--- config.mk ---
export PLATFORM = sky130hd
export DESIGN_NAME = lc_ctrl_regs
export DESIGN_NICKNAME = d
export VERILOG_FILES = /design/src/lc_ctrl_pkg.sv /design/src/lc_tick_div.sv /design/src/lc_ctrl_regs.sv
export VERILOG_INCLUDE_DIRS = /design/src /design/src/src
export SDC_FILE = /design/constraint.sdc
export NUM_CORES = 1
export LEC_CHECK = 0
export BUFFER_PORTS_ARGS = -buffer_cell sky130_fd_sc_hd__buf_2
export CAP_MARGIN = 20
export CORE_MARGIN = 5
export CORE_UTILIZATION = 40
export CTS_BUF_LIST = sky130_fd_sc_hd__clkbuf_8
export DETAILED_ROUTE_END_ITERATION = 10
export HOLD_SLACK_MARGIN = 0.03
export SETUP_SLACK_MARGIN = 0.05
export SYNTH_ARGS = -nofsm -noshare
export SYNTH_HDL_FRONTEND = slang
export SYNTH_SLANG_ARGS = --single-unit
--- constraint.sdc ---
create_clock -name i_clk -period 3.4 [get_ports i_clk]
set_input_delay 0.17 -clock i_clk [delete_from_list [all_inputs] [get_ports i_clk]]
set_output_delay 0.17 -clock i_clk [all_outputs]
set_load 0.005 [all_outputs]
--- src/lc_ctrl_params.svh ---
// named constants of the line controller control bank
// assumes inclusion by bare name from the divider, the register bank and the bench
`ifndef LC_CTRL_PARAMS_SVH
`define LC_CTRL_PARAMS_SVH

// register offsets
`define LC_OFF_LINE_CTRL   8'h00
`define LC_OFF_TX_CTRL     8'h01
`define LC_OFF_DIAG_CTRL   8'h02
`define LC_OFF_COMMAND     8'h03
`define LC_OFF_LINE_STAT   8'h04

// reset values
`define LC_RST_LINE_CTRL   8'h00
`define LC_RST_DIAG_CTRL   8'h00
`define LC_RST_RETRY       4'h0
// revision code reported in the transmit control register; value arbitrary
`define LC_REVISION_CODE   3'h5

// timing
`define LC_TS_PRESCALE     9'h010
`define LC_SDC_BASE        22'h000040
`define LC_DIAG_PULSE_TS   2'h3
`define LC_CMD_MAX_DELAY_TS 6

`endif

--- src/lc_ctrl_pkg.sv ---
// shared types of the line controller control bank
// assumes nothing beyond a SystemVerilog compiler
package lc_ctrl_pkg;

    // power and bus mode of the controller
    typedef enum logic [1:0] {
        LC_SLEEP,
        LC_IDLE,
        LC_ACTIVE
    } lc_mode_t;

    // receive source selection
    typedef enum logic [1:0] {
        LC_SRC_DIFF,
        LC_SRC_COMP,
        LC_SRC_TRUE,
        LC_SRC_AUTO
    } lc_src_t;

endpackage

--- src/lc_tick_div.sv ---
// programmable divider producing a one-cycle tick every i_period steps
// assumes a synchronous clear and a step strobe from the same clock
`timescale 1ns/100ps
`include "lc_ctrl_params.svh"

module lc_tick_div #(
    parameter int W = 9
) (
    // clock and reset
    input  wire logic         i_clk,
    input  wire logic         i_nrst,
    input  wire logic         i_ce,
    // control
    input  wire logic         i_clr,
    input  wire logic         i_en,
    input  wire logic         i_step,
    input  wire logic [W-1:0] i_period,
    // output
    output logic              o_tick
);

    logic [W-1:0] cnt_q;   // steps counted so far
    logic         last;    // final step of a period

    assign last = (cnt_q >= i_period - W'(1));

    // *****************************
    // count steps, wrap at period
    // *****************************
    always_ff @(posedge i_clk or negedge i_nrst) begin
        if (!i_nrst) begin
            cnt_q  <= '0;
            o_tick <= 1'b0;
        end else if (i_ce) begin
            if (i_clr || !i_en) begin
                cnt_q  <= '0;
                o_tick <= 1'b0;
            end else begin
                o_tick <= i_step && last;
                if (i_step) begin
                    cnt_q <= last ? '0 : cnt_q + W'(1);
                end
            end
        end
    end

endmodule

--- src/lc_ctrl_regs.sv ---
// control and command register bank of a serial bus line controller
// assumes a multiplexed 8-bit host bus on pins and a protocol core
// on the same clock for the transmit and diagnosis handshakes
`timescale 1ns/100ps
`include "lc_ctrl_params.svh"

module lc_ctrl_regs
    import lc_ctrl_pkg::*;
#(
    parameter int TS_W  = 9,
    parameter int SDC_W = 22
) (
    // clock, reset, enable
    input  wire logic       i_clk,
    input  wire logic       i_nrst,
    input  wire logic       i_ce,
    // host multiplexed bus pins
    input  wire logic       i_ale,
    input  wire logic       i_cs_n,
    input  wire logic       i_rd_n,
    input  wire logic       i_wr_n,
    input  wire logic [7:0] i_ad,
    output logic      [7:0] o_ad,
    output logic            o_ad_oe,
    // receive line pins
    input  wire logic       i_rx_line_diff,
    input  wire logic       i_rx_line_true,
    input  wire logic       i_rx_line_comp,
    // transmit line pin
    output logic            o_txd,
    output logic            o_txd_oe,
    // protocol core, same clock
    input  wire logic       i_tx_dominant,
    input  wire logic       i_tx_busy,
    input  wire logic       i_attempt_done,
    input  wire logic       i_attempt_err,
    input  wire logic       i_attempt_contend,
    input  wire logic [2:0] i_diag_status,
    input  wire logic       i_tx_going,
    input  wire logic       i_rx_going,
    // towards protocol core and diagnosis
    output logic            o_rx_bus,
    output logic            o_timeslot_tick,
    output logic            o_sync_diag_clock,
    output logic            o_transmit_in_progress,
    output logic            o_diag_active,
    output logic            o_pulse_code,
    output logic            o_module_autonomous,
    output logic      [3:0] o_retry_count,
    output logic            o_retry_give_up,
    output logic            o_rearbitrate,
    output logic            o_bus_enable,
    output logic            o_osc_run
);

    // *****************************
    // pin synchronisers
    // *****************************
    logic [11:0] pin1_q;   // first stage, read only by second
    logic [11:0] pin2_q;   // second stage
    logic        wr_n_d1_q; // delayed write strobe for edge detect
    logic [2:0]  rx1_q;    // receive lines first stage
    logic [2:0]  rx2_q;    // receive lines second stage

    // two flops on every pin input
    always_ff @(posedge i_clk or negedge i_nrst) begin
        if (!i_nrst) begin
            pin1_q    <= 12'hE00;
            pin2_q    <= 12'hE00;
            wr_n_d1_q <= 1'b1;
            rx1_q     <= 3'h7;
            rx2_q     <= 3'h7;
        end else if (i_ce) begin
            pin1_q    <= {i_wr_n, i_rd_n, i_cs_n, i_ale, i_ad};
            pin2_q    <= pin1_q;
            wr_n_d1_q <= pin2_q[11];
            rx1_q     <= {i_rx_line_comp, i_rx_line_true, i_rx_line_diff};
            rx2_q     <= rx1_q;
        end
    end

    logic [7:0] ad_s;      // synchronised address/data
    logic       ale_s;     // synchronised latch enable
    logic       cs_s;      // chip selected, active high
    logic       rd_s;      // read strobe, active high
    logic       wr_rise;   // end of a write strobe

    assign ad_s    = pin2_q[7:0];
    assign ale_s   = pin2_q[8];
    assign cs_s    = ~pin2_q[9];
    assign rd_s    = ~pin2_q[10];
    assign wr_rise = pin2_q[11] & ~wr_n_d1_q;

    // *****************************
    // registers and state
    // *****************************
    logic [7:0] addr_q;        // latched address
    logic [7:0] line_ctrl_q;   // line control
    logic [4:0] tx_ctrl_q;     // retry limit and module kind
    logic [7:0] diag_ctrl_q;   // diagnosis control
    lc_mode_t   mode_q;        // sleep, idle or active
    logic       srst_q;        // soft reset pulse
    logic [3:0] cmd_pend_q;    // sleep, idle, activate, rearbitrate
    logic       manual_q;      // manual diagnosis tick pending
    logic       rearb_q;       // rearbitrate armed
    logic [3:0] retry_q;       // retries done
    logic [1:0] pulse_cnt_q;   // timeslots left in diagnosis pulse

    // field views
    logic [3:0] rate_divider;
    logic       pulse_code_sel;
    logic       tx_invert;
    logic       rx_invert;
    logic [3:0] retry_limit;
    logic       module_kind_sel;
    logic [3:0] diag_clock_divider;
    logic       diag_mode_hi;
    logic       diag_mode_lo;
    logic       tx_progress_enable;
    logic       diag_divider_enable;

    assign rate_divider        = line_ctrl_q[7:4];
    assign pulse_code_sel      = line_ctrl_q[3];
    assign tx_invert           = line_ctrl_q[1];
    assign rx_invert           = line_ctrl_q[0];
    assign retry_limit         = tx_ctrl_q[4:1];
    assign module_kind_sel     = tx_ctrl_q[0];
    assign diag_clock_divider  = diag_ctrl_q[7:4];
    assign diag_mode_hi        = diag_ctrl_q[3];
    assign diag_mode_lo        = diag_ctrl_q[2];
    assign tx_progress_enable  = diag_ctrl_q[1];
    assign diag_divider_enable = diag_ctrl_q[0];

    // *****************************
    // address decode
    // *****************************
    logic wr_line;     // write to line control
    logic wr_tx;       // write to transmit control
    logic wr_diag;     // write to diagnosis control
    logic wr_cmd;      // write to command
    logic rd_hit;      // readable register addressed
    logic [7:0] rdata; // read mux
    logic [7:0] line_stat;

    assign wr_line = wr_rise && cs_s && (addr_q == `LC_OFF_LINE_CTRL);
    assign wr_tx   = wr_rise && cs_s && (addr_q == `LC_OFF_TX_CTRL);
    assign wr_diag = wr_rise && cs_s && (addr_q == `LC_OFF_DIAG_CTRL);
    assign wr_cmd  = wr_rise && cs_s && (addr_q == `LC_OFF_COMMAND);

    assign line_stat = {1'b0, (mode_q == LC_SLEEP), (mode_q == LC_IDLE),
                        i_diag_status, i_tx_going, i_rx_going};

    assign rd_hit = (addr_q == `LC_OFF_LINE_CTRL) || (addr_q == `LC_OFF_TX_CTRL)
                 || (addr_q == `LC_OFF_DIAG_CTRL) || (addr_q == `LC_OFF_LINE_STAT);

    assign rdata = (addr_q == `LC_OFF_LINE_CTRL) ? line_ctrl_q :
                   (addr_q == `LC_OFF_TX_CTRL)   ? {tx_ctrl_q[4:1], `LC_REVISION_CODE,
                                                    tx_ctrl_q[0]} :
                   (addr_q == `LC_OFF_DIAG_CTRL) ? diag_ctrl_q :
                   (addr_q == `LC_OFF_LINE_STAT) ? line_stat : 8'h00;

    // address latch and read drive
    always_ff @(posedge i_clk or negedge i_nrst) begin
        if (!i_nrst) begin
            addr_q  <= 8'h00;
            o_ad    <= 8'h00;
            o_ad_oe <= 1'b0;
        end else if (i_ce) begin
            if (ale_s) begin
                addr_q <= ad_s;
            end
            o_ad    <= rdata;
            o_ad_oe <= cs_s && rd_s && !ale_s && rd_hit;
        end
    end

    // *****************************
    // software writable registers
    // *****************************
    // configuration writes; reserved bit 2 kept at zero
    always_ff @(posedge i_clk or negedge i_nrst) begin
        if (!i_nrst) begin
            line_ctrl_q <= `LC_RST_LINE_CTRL;
            tx_ctrl_q   <= 5'h00;
            diag_ctrl_q <= `LC_RST_DIAG_CTRL;
        end else if (i_ce) begin
            if (srst_q) begin
                line_ctrl_q <= `LC_RST_LINE_CTRL;
                tx_ctrl_q   <= 5'h00;
                diag_ctrl_q <= `LC_RST_DIAG_CTRL;
            end else begin
                if (wr_line) begin
                    line_ctrl_q <= {ad_s[7:3], 1'b0, ad_s[1:0]};
                end
                if (wr_tx) begin
                    tx_ctrl_q <= {ad_s[7:4], ad_s[0]};
                end
                if (wr_diag) begin
                    diag_ctrl_q <= ad_s;
                end
            end
        end
    end

    // *****************************
    // command register
    // *****************************
    logic ts_tick;    // one timeslot elapsed
    logic sdc_tick;   // automatic diagnosis divider tick
    logic [3:0] cmd_new;    // command bits requested this cycle
    logic [3:0] cmd_done;   // pending bits consumed this cycle

    assign cmd_new  = wr_cmd ? ad_s[6:3] : 4'h0;
    assign cmd_done = {{3{ts_tick || mode_q == LC_SLEEP}}, ts_tick};

    // commands other than soft reset wait for the next timeslot, but mode commands apply at once in sleep; keeps mode changes aligned
    // with bit time, and a timeslot is far below the allowed delay
    always_ff @(posedge i_clk or negedge i_nrst) begin
        if (!i_nrst) begin
            srst_q     <= 1'b0;
            cmd_pend_q <= 4'h0;
            manual_q   <= 1'b0;
            mode_q     <= LC_IDLE;
        end else if (i_ce) begin
            srst_q <= wr_cmd && ad_s[7] && !srst_q;
            if (srst_q) begin
                cmd_pend_q <= 4'h0;
                manual_q   <= 1'b0;
                mode_q     <= LC_IDLE;
            end else begin
                // ones request, zeros ignored
                // a request landing on an executing timeslot is kept
                cmd_pend_q <= (cmd_pend_q & ~cmd_done) | cmd_new;
                manual_q   <= (manual_q && !ts_tick) || (wr_cmd && ad_s[0]);
                if (ts_tick || mode_q == LC_SLEEP) begin
                    if (cmd_pend_q[1]) begin
                        mode_q <= LC_ACTIVE;
                    end else if (cmd_pend_q[2]) begin
                        mode_q <= LC_IDLE;
                    end else if (cmd_pend_q[3] && mode_q != LC_SLEEP) begin
                        mode_q <= LC_SLEEP;
                    end
                end
            end
        end
    end

    // *****************************
    // clock dividers
    // *****************************
    logic [TS_W-1:0]  ts_period;   // crystal cycles per timeslot
    logic [SDC_W-1:0] sdc_period;  // timeslots per diagnosis period

    assign ts_period  = (rate_divider == 4'h0) ? (`LC_TS_PRESCALE << 4)
                      : (`LC_TS_PRESCALE * TS_W'(rate_divider));
    assign sdc_period = `LC_SDC_BASE << diag_clock_divider;

    lc_tick_div #(.W(TS_W)) u_ts_div (
        .i_clk    (i_clk),
        .i_nrst   (i_nrst),
        .i_ce     (i_ce),
        .i_clr    (srst_q),
        .i_en     (mode_q != LC_SLEEP),
        .i_step   (1'b1),
        .i_period (ts_period),
        .o_tick   (ts_tick)
    );

    lc_tick_div #(.W(SDC_W)) u_sdc_div (
        .i_clk    (i_clk),
        .i_nrst   (i_nrst),
        .i_ce     (i_ce),
        .i_clr    (srst_q),
        .i_en     (diag_divider_enable && mode_q != LC_SLEEP),
        .i_step   (ts_tick),
        .i_period (sdc_period),
        .o_tick   (sdc_tick)
    );

    // *****************************
    // diagnosis clock pulse
    // *****************************
    // three timeslot edges guarantee two whole timeslots high
    always_ff @(posedge i_clk or negedge i_nrst) begin
        if (!i_nrst) begin
            pulse_cnt_q <= 2'h0;
        end else if (i_ce) begin
            if (srst_q) begin
                pulse_cnt_q <= 2'h0;
            end else if (pulse_cnt_q == 2'h0 && (sdc_tick || (ts_tick && manual_q))) begin
                pulse_cnt_q <= `LC_DIAG_PULSE_TS;
            end else if (ts_tick && pulse_cnt_q != 2'h0) begin
                pulse_cnt_q <= pulse_cnt_q - 2'h1;
            end
        end
    end

    // *****************************
    // retry counter
    // *****************************
    logic at_limit;   // retry budget used up
    assign at_limit = (retry_q >= retry_limit);

    // retry count, give up and rearbitration
    always_ff @(posedge i_clk or negedge i_nrst) begin
        if (!i_nrst) begin
            retry_q         <= `LC_RST_RETRY;
            rearb_q         <= 1'b0;
            o_retry_give_up <= 1'b0;
            o_rearbitrate   <= 1'b0;
        end else if (i_ce) begin
            o_retry_give_up <= 1'b0;
            o_rearbitrate   <= 1'b0;
            if (srst_q) begin
                retry_q <= `LC_RST_RETRY;
                rearb_q <= 1'b0;
            end else begin
                if (i_attempt_done) begin
                    if (rearb_q) begin
                        retry_q       <= `LC_RST_RETRY;
                        rearb_q       <= 1'b0;
                        o_rearbitrate <= 1'b1;
                    end else if (i_attempt_contend) begin
                        retry_q <= retry_q;
                    end else if (i_attempt_err) begin
                        if (at_limit) begin
                            retry_q         <= `LC_RST_RETRY;
                            o_retry_give_up <= 1'b1;
                        end else begin
                            retry_q <= retry_q + 4'h1;
                        end
                    end else begin
                        retry_q <= `LC_RST_RETRY;
                    end
                end
                // a request landing with an attempt end is kept
                if (ts_tick && cmd_pend_q[0]) begin
                    rearb_q <= 1'b1;
                end
            end
        end
    end

    // *****************************
    // line coding and pins
    // *****************************
    lc_src_t    src_sel;    // active receive source
    logic [2:0] rx_lvl;     // receive levels after inversion
    logic       rx_pick;    // selected receive level

    assign rx_lvl = rx2_q ^ {3{rx_invert}};

    assign src_sel = pulse_code_sel ? LC_SRC_DIFF
                   : lc_src_t'({diag_mode_hi, diag_mode_lo});

    always_comb begin
        rx_pick = rx_lvl[0];
        unique case (src_sel)
            LC_SRC_DIFF: rx_pick = rx_lvl[0];
            LC_SRC_COMP: rx_pick = rx_lvl[2];
            LC_SRC_TRUE: rx_pick = rx_lvl[1];
            LC_SRC_AUTO: begin
                rx_pick = i_diag_status[0] ? rx_lvl[1] :
                          i_diag_status[1] ? rx_lvl[2] : rx_lvl[0];
            end
        endcase
    end

    // pin and core outputs, all registered
    always_ff @(posedge i_clk or negedge i_nrst) begin
        if (!i_nrst) begin
            o_txd                  <= 1'b1;
            o_txd_oe               <= 1'b0;
            o_rx_bus               <= 1'b1;
            o_timeslot_tick        <= 1'b0;
            o_sync_diag_clock      <= 1'b0;
            o_transmit_in_progress <= 1'b0;
            o_diag_active          <= 1'b1;
            o_pulse_code           <= 1'b0;
            o_module_autonomous    <= 1'b0;
            o_retry_count          <= `LC_RST_RETRY;
            o_bus_enable           <= 1'b0;
            o_osc_run              <= 1'b1;
        end else if (i_ce) begin
            o_txd <= ((mode_q == LC_ACTIVE) ? ~i_tx_dominant : 1'b1) ^ tx_invert;
            o_txd_oe               <= (mode_q == LC_ACTIVE);
            o_rx_bus               <= (mode_q == LC_ACTIVE) ? rx_pick : 1'b1;
            o_timeslot_tick        <= ts_tick;
            o_sync_diag_clock      <= (pulse_cnt_q != 2'h0);
            o_transmit_in_progress <= tx_progress_enable && i_tx_busy
                                   && !pulse_code_sel && (mode_q == LC_ACTIVE);
            o_diag_active          <= !pulse_code_sel;
            o_pulse_code           <= pulse_code_sel;
            o_module_autonomous    <= module_kind_sel;
            o_retry_count          <= retry_q;
            o_bus_enable           <= (mode_q == LC_ACTIVE);
            o_osc_run              <= (mode_q != LC_SLEEP);
        end
    end

endmodule

# Word level (Yosys, flattened, before mapping)

Index checks and enable logic that the tools add are counted.
W data, S select, Z words.

Add/subtract/negate cells: 6
Magnitude comparators: 3
Eq/ne operators: 10
Shift-type cells: 1
Mux-type cells: 53
Bitwise gates (word level): 10
Reduce and logical (&&, ||, !) cells: 61

Operators by type and width:

| cell                    | count |
|---|---|
| $mux W22                | 3 |
| $mux W8                 | 7 |
| $mux W4                 | 8 |
| $mux W9                 | 3 |
| $add A22 B1 Y22 const B | 1 |
| $ge A22 B22 Y1          | 1 |
| $logic_and A1 B1 Y1     | 22 |
| $shl A7 B4 Y22 const A  | 1 |
| $sub A22 B1 Y22 const B | 1 |
| $mux W1                 | 19 |
| $mux W2                 | 9 |
| $eq A8 B2 Y1 const B    | 2 |
| $reduce_bool A2 Y1      | 8 |
| $reduce_and A2 Y1       | 7 |
| $mux W5                 | 2 |
| $add A9 B1 Y9 const B   | 1 |
| $ge A9 B9 Y1            | 1 |
| $sub A9 B1 Y9 const B   | 1 |
| $eq A8 B1 Y1 const B    | 1 |
| $eq A8 B3 Y1 const B    | 1 |
| $logic_not A8 Y1        | 1 |
| $logic_or A1 B1 Y1      | 8 |
| $mux W7                 | 1 |
| $eq A2 B2 Y1 const B    | 3 |
| 19 further kinds        | 32 |

Bits in registers: 133
Input bits: 28
Output and inout bits: 26
Word-level logic and storage cells: 179

# Depth between registers and ports, before layout

Depth after elaboration: 7
Gate-level depth with buffers: 17
Depth with buffers taken out: 14

# Hierarchy

Synthesis repeated with hierarchy kept, for this count alone.

Cell total of the unflattened synthesis: 744
Area total of the unflattened synthesis: 7672.4 sq um

By module, submodules not included:

| module                   | times used | cells an instance | area an instance (sq um) | sequential area each (sq um) |
|---|---|---|---|---|
| lc_ctrl_regs             | 1          | 399               | 4608.2                   | 2499.9 |
| lc_tick_div at u_sdc_div | 1          | 239               | 2134.5                   | 575.6 |
| lc_tick_div at u_ts_div  | 1          | 106               | 929.6                    | 250.2 |

# Least setup slack after synthesis

Ideal clock, no wire load.

Kind: register to register
From: register diag_ctrl_q[6]
To: register u_sdc_div.cnt_q[5]
Setup time: 0.118 ns
Arrival: 3.192 ns
Required time: 3.282 ns
Setup slack: 0.090 ns
Cell stages (with the launch flop): 18
Buffers on the path: 3
Clock period less this slack: 3.310 ns
Cells stage by stage: dfrtp_1 clkbuf_1 nor2_1 nand3_1 ha_1 clkbuf_1 nor2_1 nand3b_1 o21ai_0 a22oi_1 ha_1 nand2_1 or2_2 a211o_1 o211ai_2 buf_2 a21oi_1 a21o_1

Longest elaborated chain between the ends: 6

Ends and longest elaborated chain:

| what                     | line                | RTL |
|---|---|---|
| start: declaration       | lc_ctrl_regs.sv:100 | `logic [7:0] diag_ctrl_q;` |
| start signal: assignment | lc_ctrl_regs.sv:185 | `` diag_ctrl_q <= `LC_RST_DIAG_CTRL; `` |
| start signal: assignment | lc_ctrl_regs.sv:190 | `` diag_ctrl_q <= `LC_RST_DIAG_CTRL; `` |
| start signal: assignment | lc_ctrl_regs.sv:199 | `diag_ctrl_q <= ad_s;` |
| $shl A7 B4 Y22 (no line) | n/a                 |  |
| $sub A22 B1 Y22          | lc_tick_div.sv:25   | `assign last = (cnt_q >= i_period - W'(1));` |
| $ge A22 B22 Y1           | lc_tick_div.sv:25   |  |
| $mux W22                 | lc_tick_div.sv:41   | `cnt_q <= last ? '0 : cnt_q + W'(1);` |
| $mux W22                 | lc_tick_div.sv:40   | `if (i_step) begin` |
| $mux W22                 | lc_tick_div.sv:35   | `if (i_clr \|\| !i_en) begin` |
| end signal: assignment   | lc_tick_div.sv:41   |  |
| end: declaration         | lc_tick_div.sv:22   | `logic [W-1:0] cnt_q;` |

Every way passes these cells. The select of a mux whose other input is x is not followed.
A chain may end at the register's enable or synchronous reset.

# Worst setup path after layout

From: register diag_ctrl_q[5]
To: register u_sdc_div.cnt_q[20]

The elaborated chain is that of the path after synthesis.

==> reports/metrics.cfg <==
[status]
status=finished, final reports clean

[logic_synthesis]
post_synth_and_or_nand_nor_area_fraction=0.151
ys_seq_elements=132
yosys.area_share.adder=0.0567
synth_area_sq_um=7060
yosys_warnings=0
yosysSeqAreaShare=0.471
number_of_nets_in_the_synthesized_netlist=745
avgSynthCellArea_sq_um=10.3
instance_count_of_the_mapped_netlist=685
synth_cell_type_count=70
main_combinational_cell_family_by_area_after_synthesis=compound AO/OA/AOI/OAI gates
muxShareOfSynthArea=0.103
synth_enable_flop_cells=0
ys.flop_type=sky130_fd_sc_hd__dfrtp_1
synth_async_sr_flop_share=1.00
synth-compound-area-share=0.163
synthXorXnorAreaFrac=0.0149

[placement]
dpl_worst_slack_ns=-0.187
place.port_buffers=53
hpwl_detailed_um=11900
weighted_congestion_reported_at_the_end_of_routability_driven_placement=0.857
post_dp_cell_area_sq_um=7620

[detailed_routing]
routed-via-count=5551
post_drt_via_cell_ratio=5.55
drt_first_iter_violations=324
postRouteWirelength_um=16800
detail_route.wl_per_cell_um=16.8
drt_drc_violations_left=0
postRouteAntennaNets=0
iteration_count_of_the_initial_detailed_routing_pass=5

[hold_path]
hp-start=i_tx_busy
holdCritPathClass=input port to register
hold_path_end=o_transmit_in_progress
min_path_cells=3

[worst_setup_path]
ff2ff_setup_slack_ns=0.22
worst_setup_path_end_kind=register
capture_point_of_the_worst_reg_to_reg_path=u_sdc_div.cnt_q[20]
cp_data_arrival_time_ns=3.48
cp_data_required_time_ns=3.70
startpoint_type=register
criticalPathCategory=register to register
crit-reg2reg-launch=diag_ctrl_q[5]
timing.reg2reg.worst_path_depth=15
worst_path_maximum_fanout=16

[die]
design.portCount=54
die-width_um=143
core_area_sq_um=17300
die_height_um=143
die_area_sq_um=20400
placementRows=48
floorplan.initialDensity=0.408

[sta]
fin_max_slew_vios=0
min_period_over_period=0.934
timing.fmax_mhz=315
final.setup_skew_ns=0.0131
timing_hold_violations_final=0
fin_setup_tns_ns=0
timing_worst_slew_pin_value_ns=0.846
setup-violations-final=0
grt_setup_unrepaired=no
period_minus_slack_ns=3.18
setup_ws_ns=0.225
worst_hold_slack_ns=0.148
max-slew-margin-rel=0.436

[cells_and_area]
fillCellCount=1653
layout_commonest_cell=sky130_fd_sc_hd__dfrtp_1
antenna_cells=0
final_net_count=822
syn_to_final_growth_pct=16.9
final_cell_area_sq_um=8250
final_cell_mix=114 x sky130_fd_sc_hd__dfrtp_1, 56 x sky130_fd_sc_hd__mux2_2, 51 x sky130_fd_sc_hd__buf_2
final_layout_size_suffix_gt1_frac=0.266

[global_routing]
grt_first_pass_wirelength_um=28300
pin_count_of_the_biggest_net_entering_global_routing=92
grt_util_all_layers=0.173
first_global_vias=5612
grt.overflow.total=0
number_of_antenna_violations_at_the_first_check_in_global_routing=0

[cts]
clockBufferDepth=2
clk-insertion-delay-late_ns=0.44
post_cts_buffers=0
tritoncts.num_buffers=17
cts.sink_count=132
clkSlewWorstSetupHoldPaths_ns=0.07
tritoncts=built
clockRootBuffer=sky130_fd_sc_hd__clkbuf_8
cts_max_level=4

[pwr]
p_per_area_nw_per_um2=493
post-layout-total-power_mw=4.07
power_leakage_nw=3.79
max-vdd-ir-drop_uv=308

[flow_run]
maxCapViolCount=0

report_power, final:
part | switching, mW | internal (mW)
Sequential | 0.213 | 1.77
Clock | 0.639 | 0.639
Combinational | 0.417 | 0.392
Total | 1.27 | 2.80
logic make-up (layout without fill, tap and decap cells):
logic type,after synthesis,count (layout)
flops,132,132
buf+inv,68,158
other cells,1,1
mux,64,64
fa+ha+maj,32,32
xor+xnor,12,12
compound gates,173,173
simple gates,203,203
critical path: stages (launching register included):
cell and delay, ns:
sky130_fd_sc_hd__dfrtp_1 0.42, sky130_fd_sc_hd__nor2_4 0.16, sky130_fd_sc_hd__nand3_2 0.12, sky130_fd_sc_hd__ha_4 0.22
sky130_fd_sc_hd__inv_2 0.09, sky130_fd_sc_hd__and3_4 0.18, sky130_fd_sc_hd__a21oi_1 0.04, sky130_fd_sc_hd__o21a_1 0.18
sky130_fd_sc_hd__ha_1 0.30, sky130_fd_sc_hd__nand3_1 0.07, sky130_fd_sc_hd__or2_2 0.27, sky130_fd_sc_hd__a211o_1 0.31
sky130_fd_sc_hd__o211a_4 0.32, sky130_fd_sc_hd__buf_4 0.18, sky130_fd_sc_hd__nand3_1 0.08, sky130_fd_sc_hd__o311ai_1 0.10
per-layer routing:
layer	global-route usage	share of wire	vias to the layer above
met5	0	0	-
met4	0.0505	0.013	0
met3	0.0342	0.032	18
met2	0.286	0.50	120
met1	0.230	0.46	2755
li1	-	-	2658
cells in the mapped netlist (8+ instances only):
cell,n,share of area
sky130_fd_sc_hd__clkbuf_1,18,0.0096
sky130_fd_sc_hd__nor2_1,35,0.019
sky130_fd_sc_hd__and3_1,8,0.0071
sky130_fd_sc_hd__or3_1,12,0.011
sky130_fd_sc_hd__a31oi_1,9,0.0080
sky130_fd_sc_hd__mux2_2,56,0.089
sky130_fd_sc_hd__o22ai_1,8,0.0071
sky130_fd_sc_hd__o21ai_0,36,0.026
sky130_fd_sc_hd__ha_1,32,0.057
sky130_fd_sc_hd__a22o_1,10,0.012
sky130_fd_sc_hd__a21oi_1,43,0.030
sky130_fd_sc_hd__nor3_1,10,0.0071
sky130_fd_sc_hd__dfrtp_1,114,0.40
sky130_fd_sc_hd__inv_1,36,0.019
sky130_fd_sc_hd__a21o_1,15,0.016
sky130_fd_sc_hd__nand2_1,47,0.025
sky130_fd_sc_hd__nand3_1,40,0.028
sky130_fd_sc_hd__nor2b_1,12,0.011
sky130_fd_sc_hd__dfstp_2,18,0.067
worst max path at each step:
stage,from,endpoint,slack [ns],depth (start not counted)
finish,diag_ctrl_q[5],u_sdc_div.cnt_q[20],0.22,15
global route,diag_ctrl_q[5],u_sdc_div.cnt_q[15],0.03,16
CTS,diag_ctrl_q[5],u_sdc_div.cnt_q[13],0.08,16
detailed placement,diag_ctrl_q[5],u_sdc_div.cnt_q[18],-0.19,16
global placement,diag_ctrl_q[5],u_sdc_div.cnt_q[19],0.05,14
floorplan,diag_ctrl_q[6],u_sdc_div.cnt_q[5],0.09,17
registers in the layout, indices dropped and copies added, names as in the netlist, 4 cells and up:
| name | count |
|---|---|
| u_sdc_div.cnt_q | 22 |
| pin1_q | 12 |
| pin2_q | 12 |
| u_ts_div.cnt_q | 9 |
| addr_q | 8 |
| diag_ctrl_q | 8 |
| o_ad | 8 |
| line_ctrl_q | 7 |
| tx_ctrl_q | 5 |
| cmd_pend_q | 4 |
| o_retry_count | 4 |
| retry_q | 4 |
final cells by class:
| type | count | area (sq um) | share of cell area |
|---|---|---|---|
| well taps | 225 | 282 | 0.0341 |
| repair buffers | 90 | 597 | 0.0723 |
| multi-input cells | 485 | 3530 | 0.428 |
| clock inverters | 12 | 108 | 0.0130 |
| clock buffers | 20 | 275 | 0.0334 |
| flip-flops and latches | 132 | 3330 | 0.403 |
| inverters | 36 | 135 | 0.0164 |
metrics by stage:
| step | util | instances |
|---|---|---|
| 2_1_floorplan | - | 685 |
| 3_3_place_gp | 0.441 | 950 |
| 3_5_place_dp | 0.441 | 950 |
| 4_1_cts | 0.474 | 1000 |
| 5_1_grt | 0.477 | 1000 |
| 6_report | 0.477 | 1000 |
timing repair:
item | in CTS | in global routing
hold buffers | 18 | 0
endpoints found under the hold margin | 95 | 0
pin swaps | 0 | 1
setup endpoints to repair | 18 | 19
gates resized for setup | 3 | 12
Power figures use the tool's default switching activity.
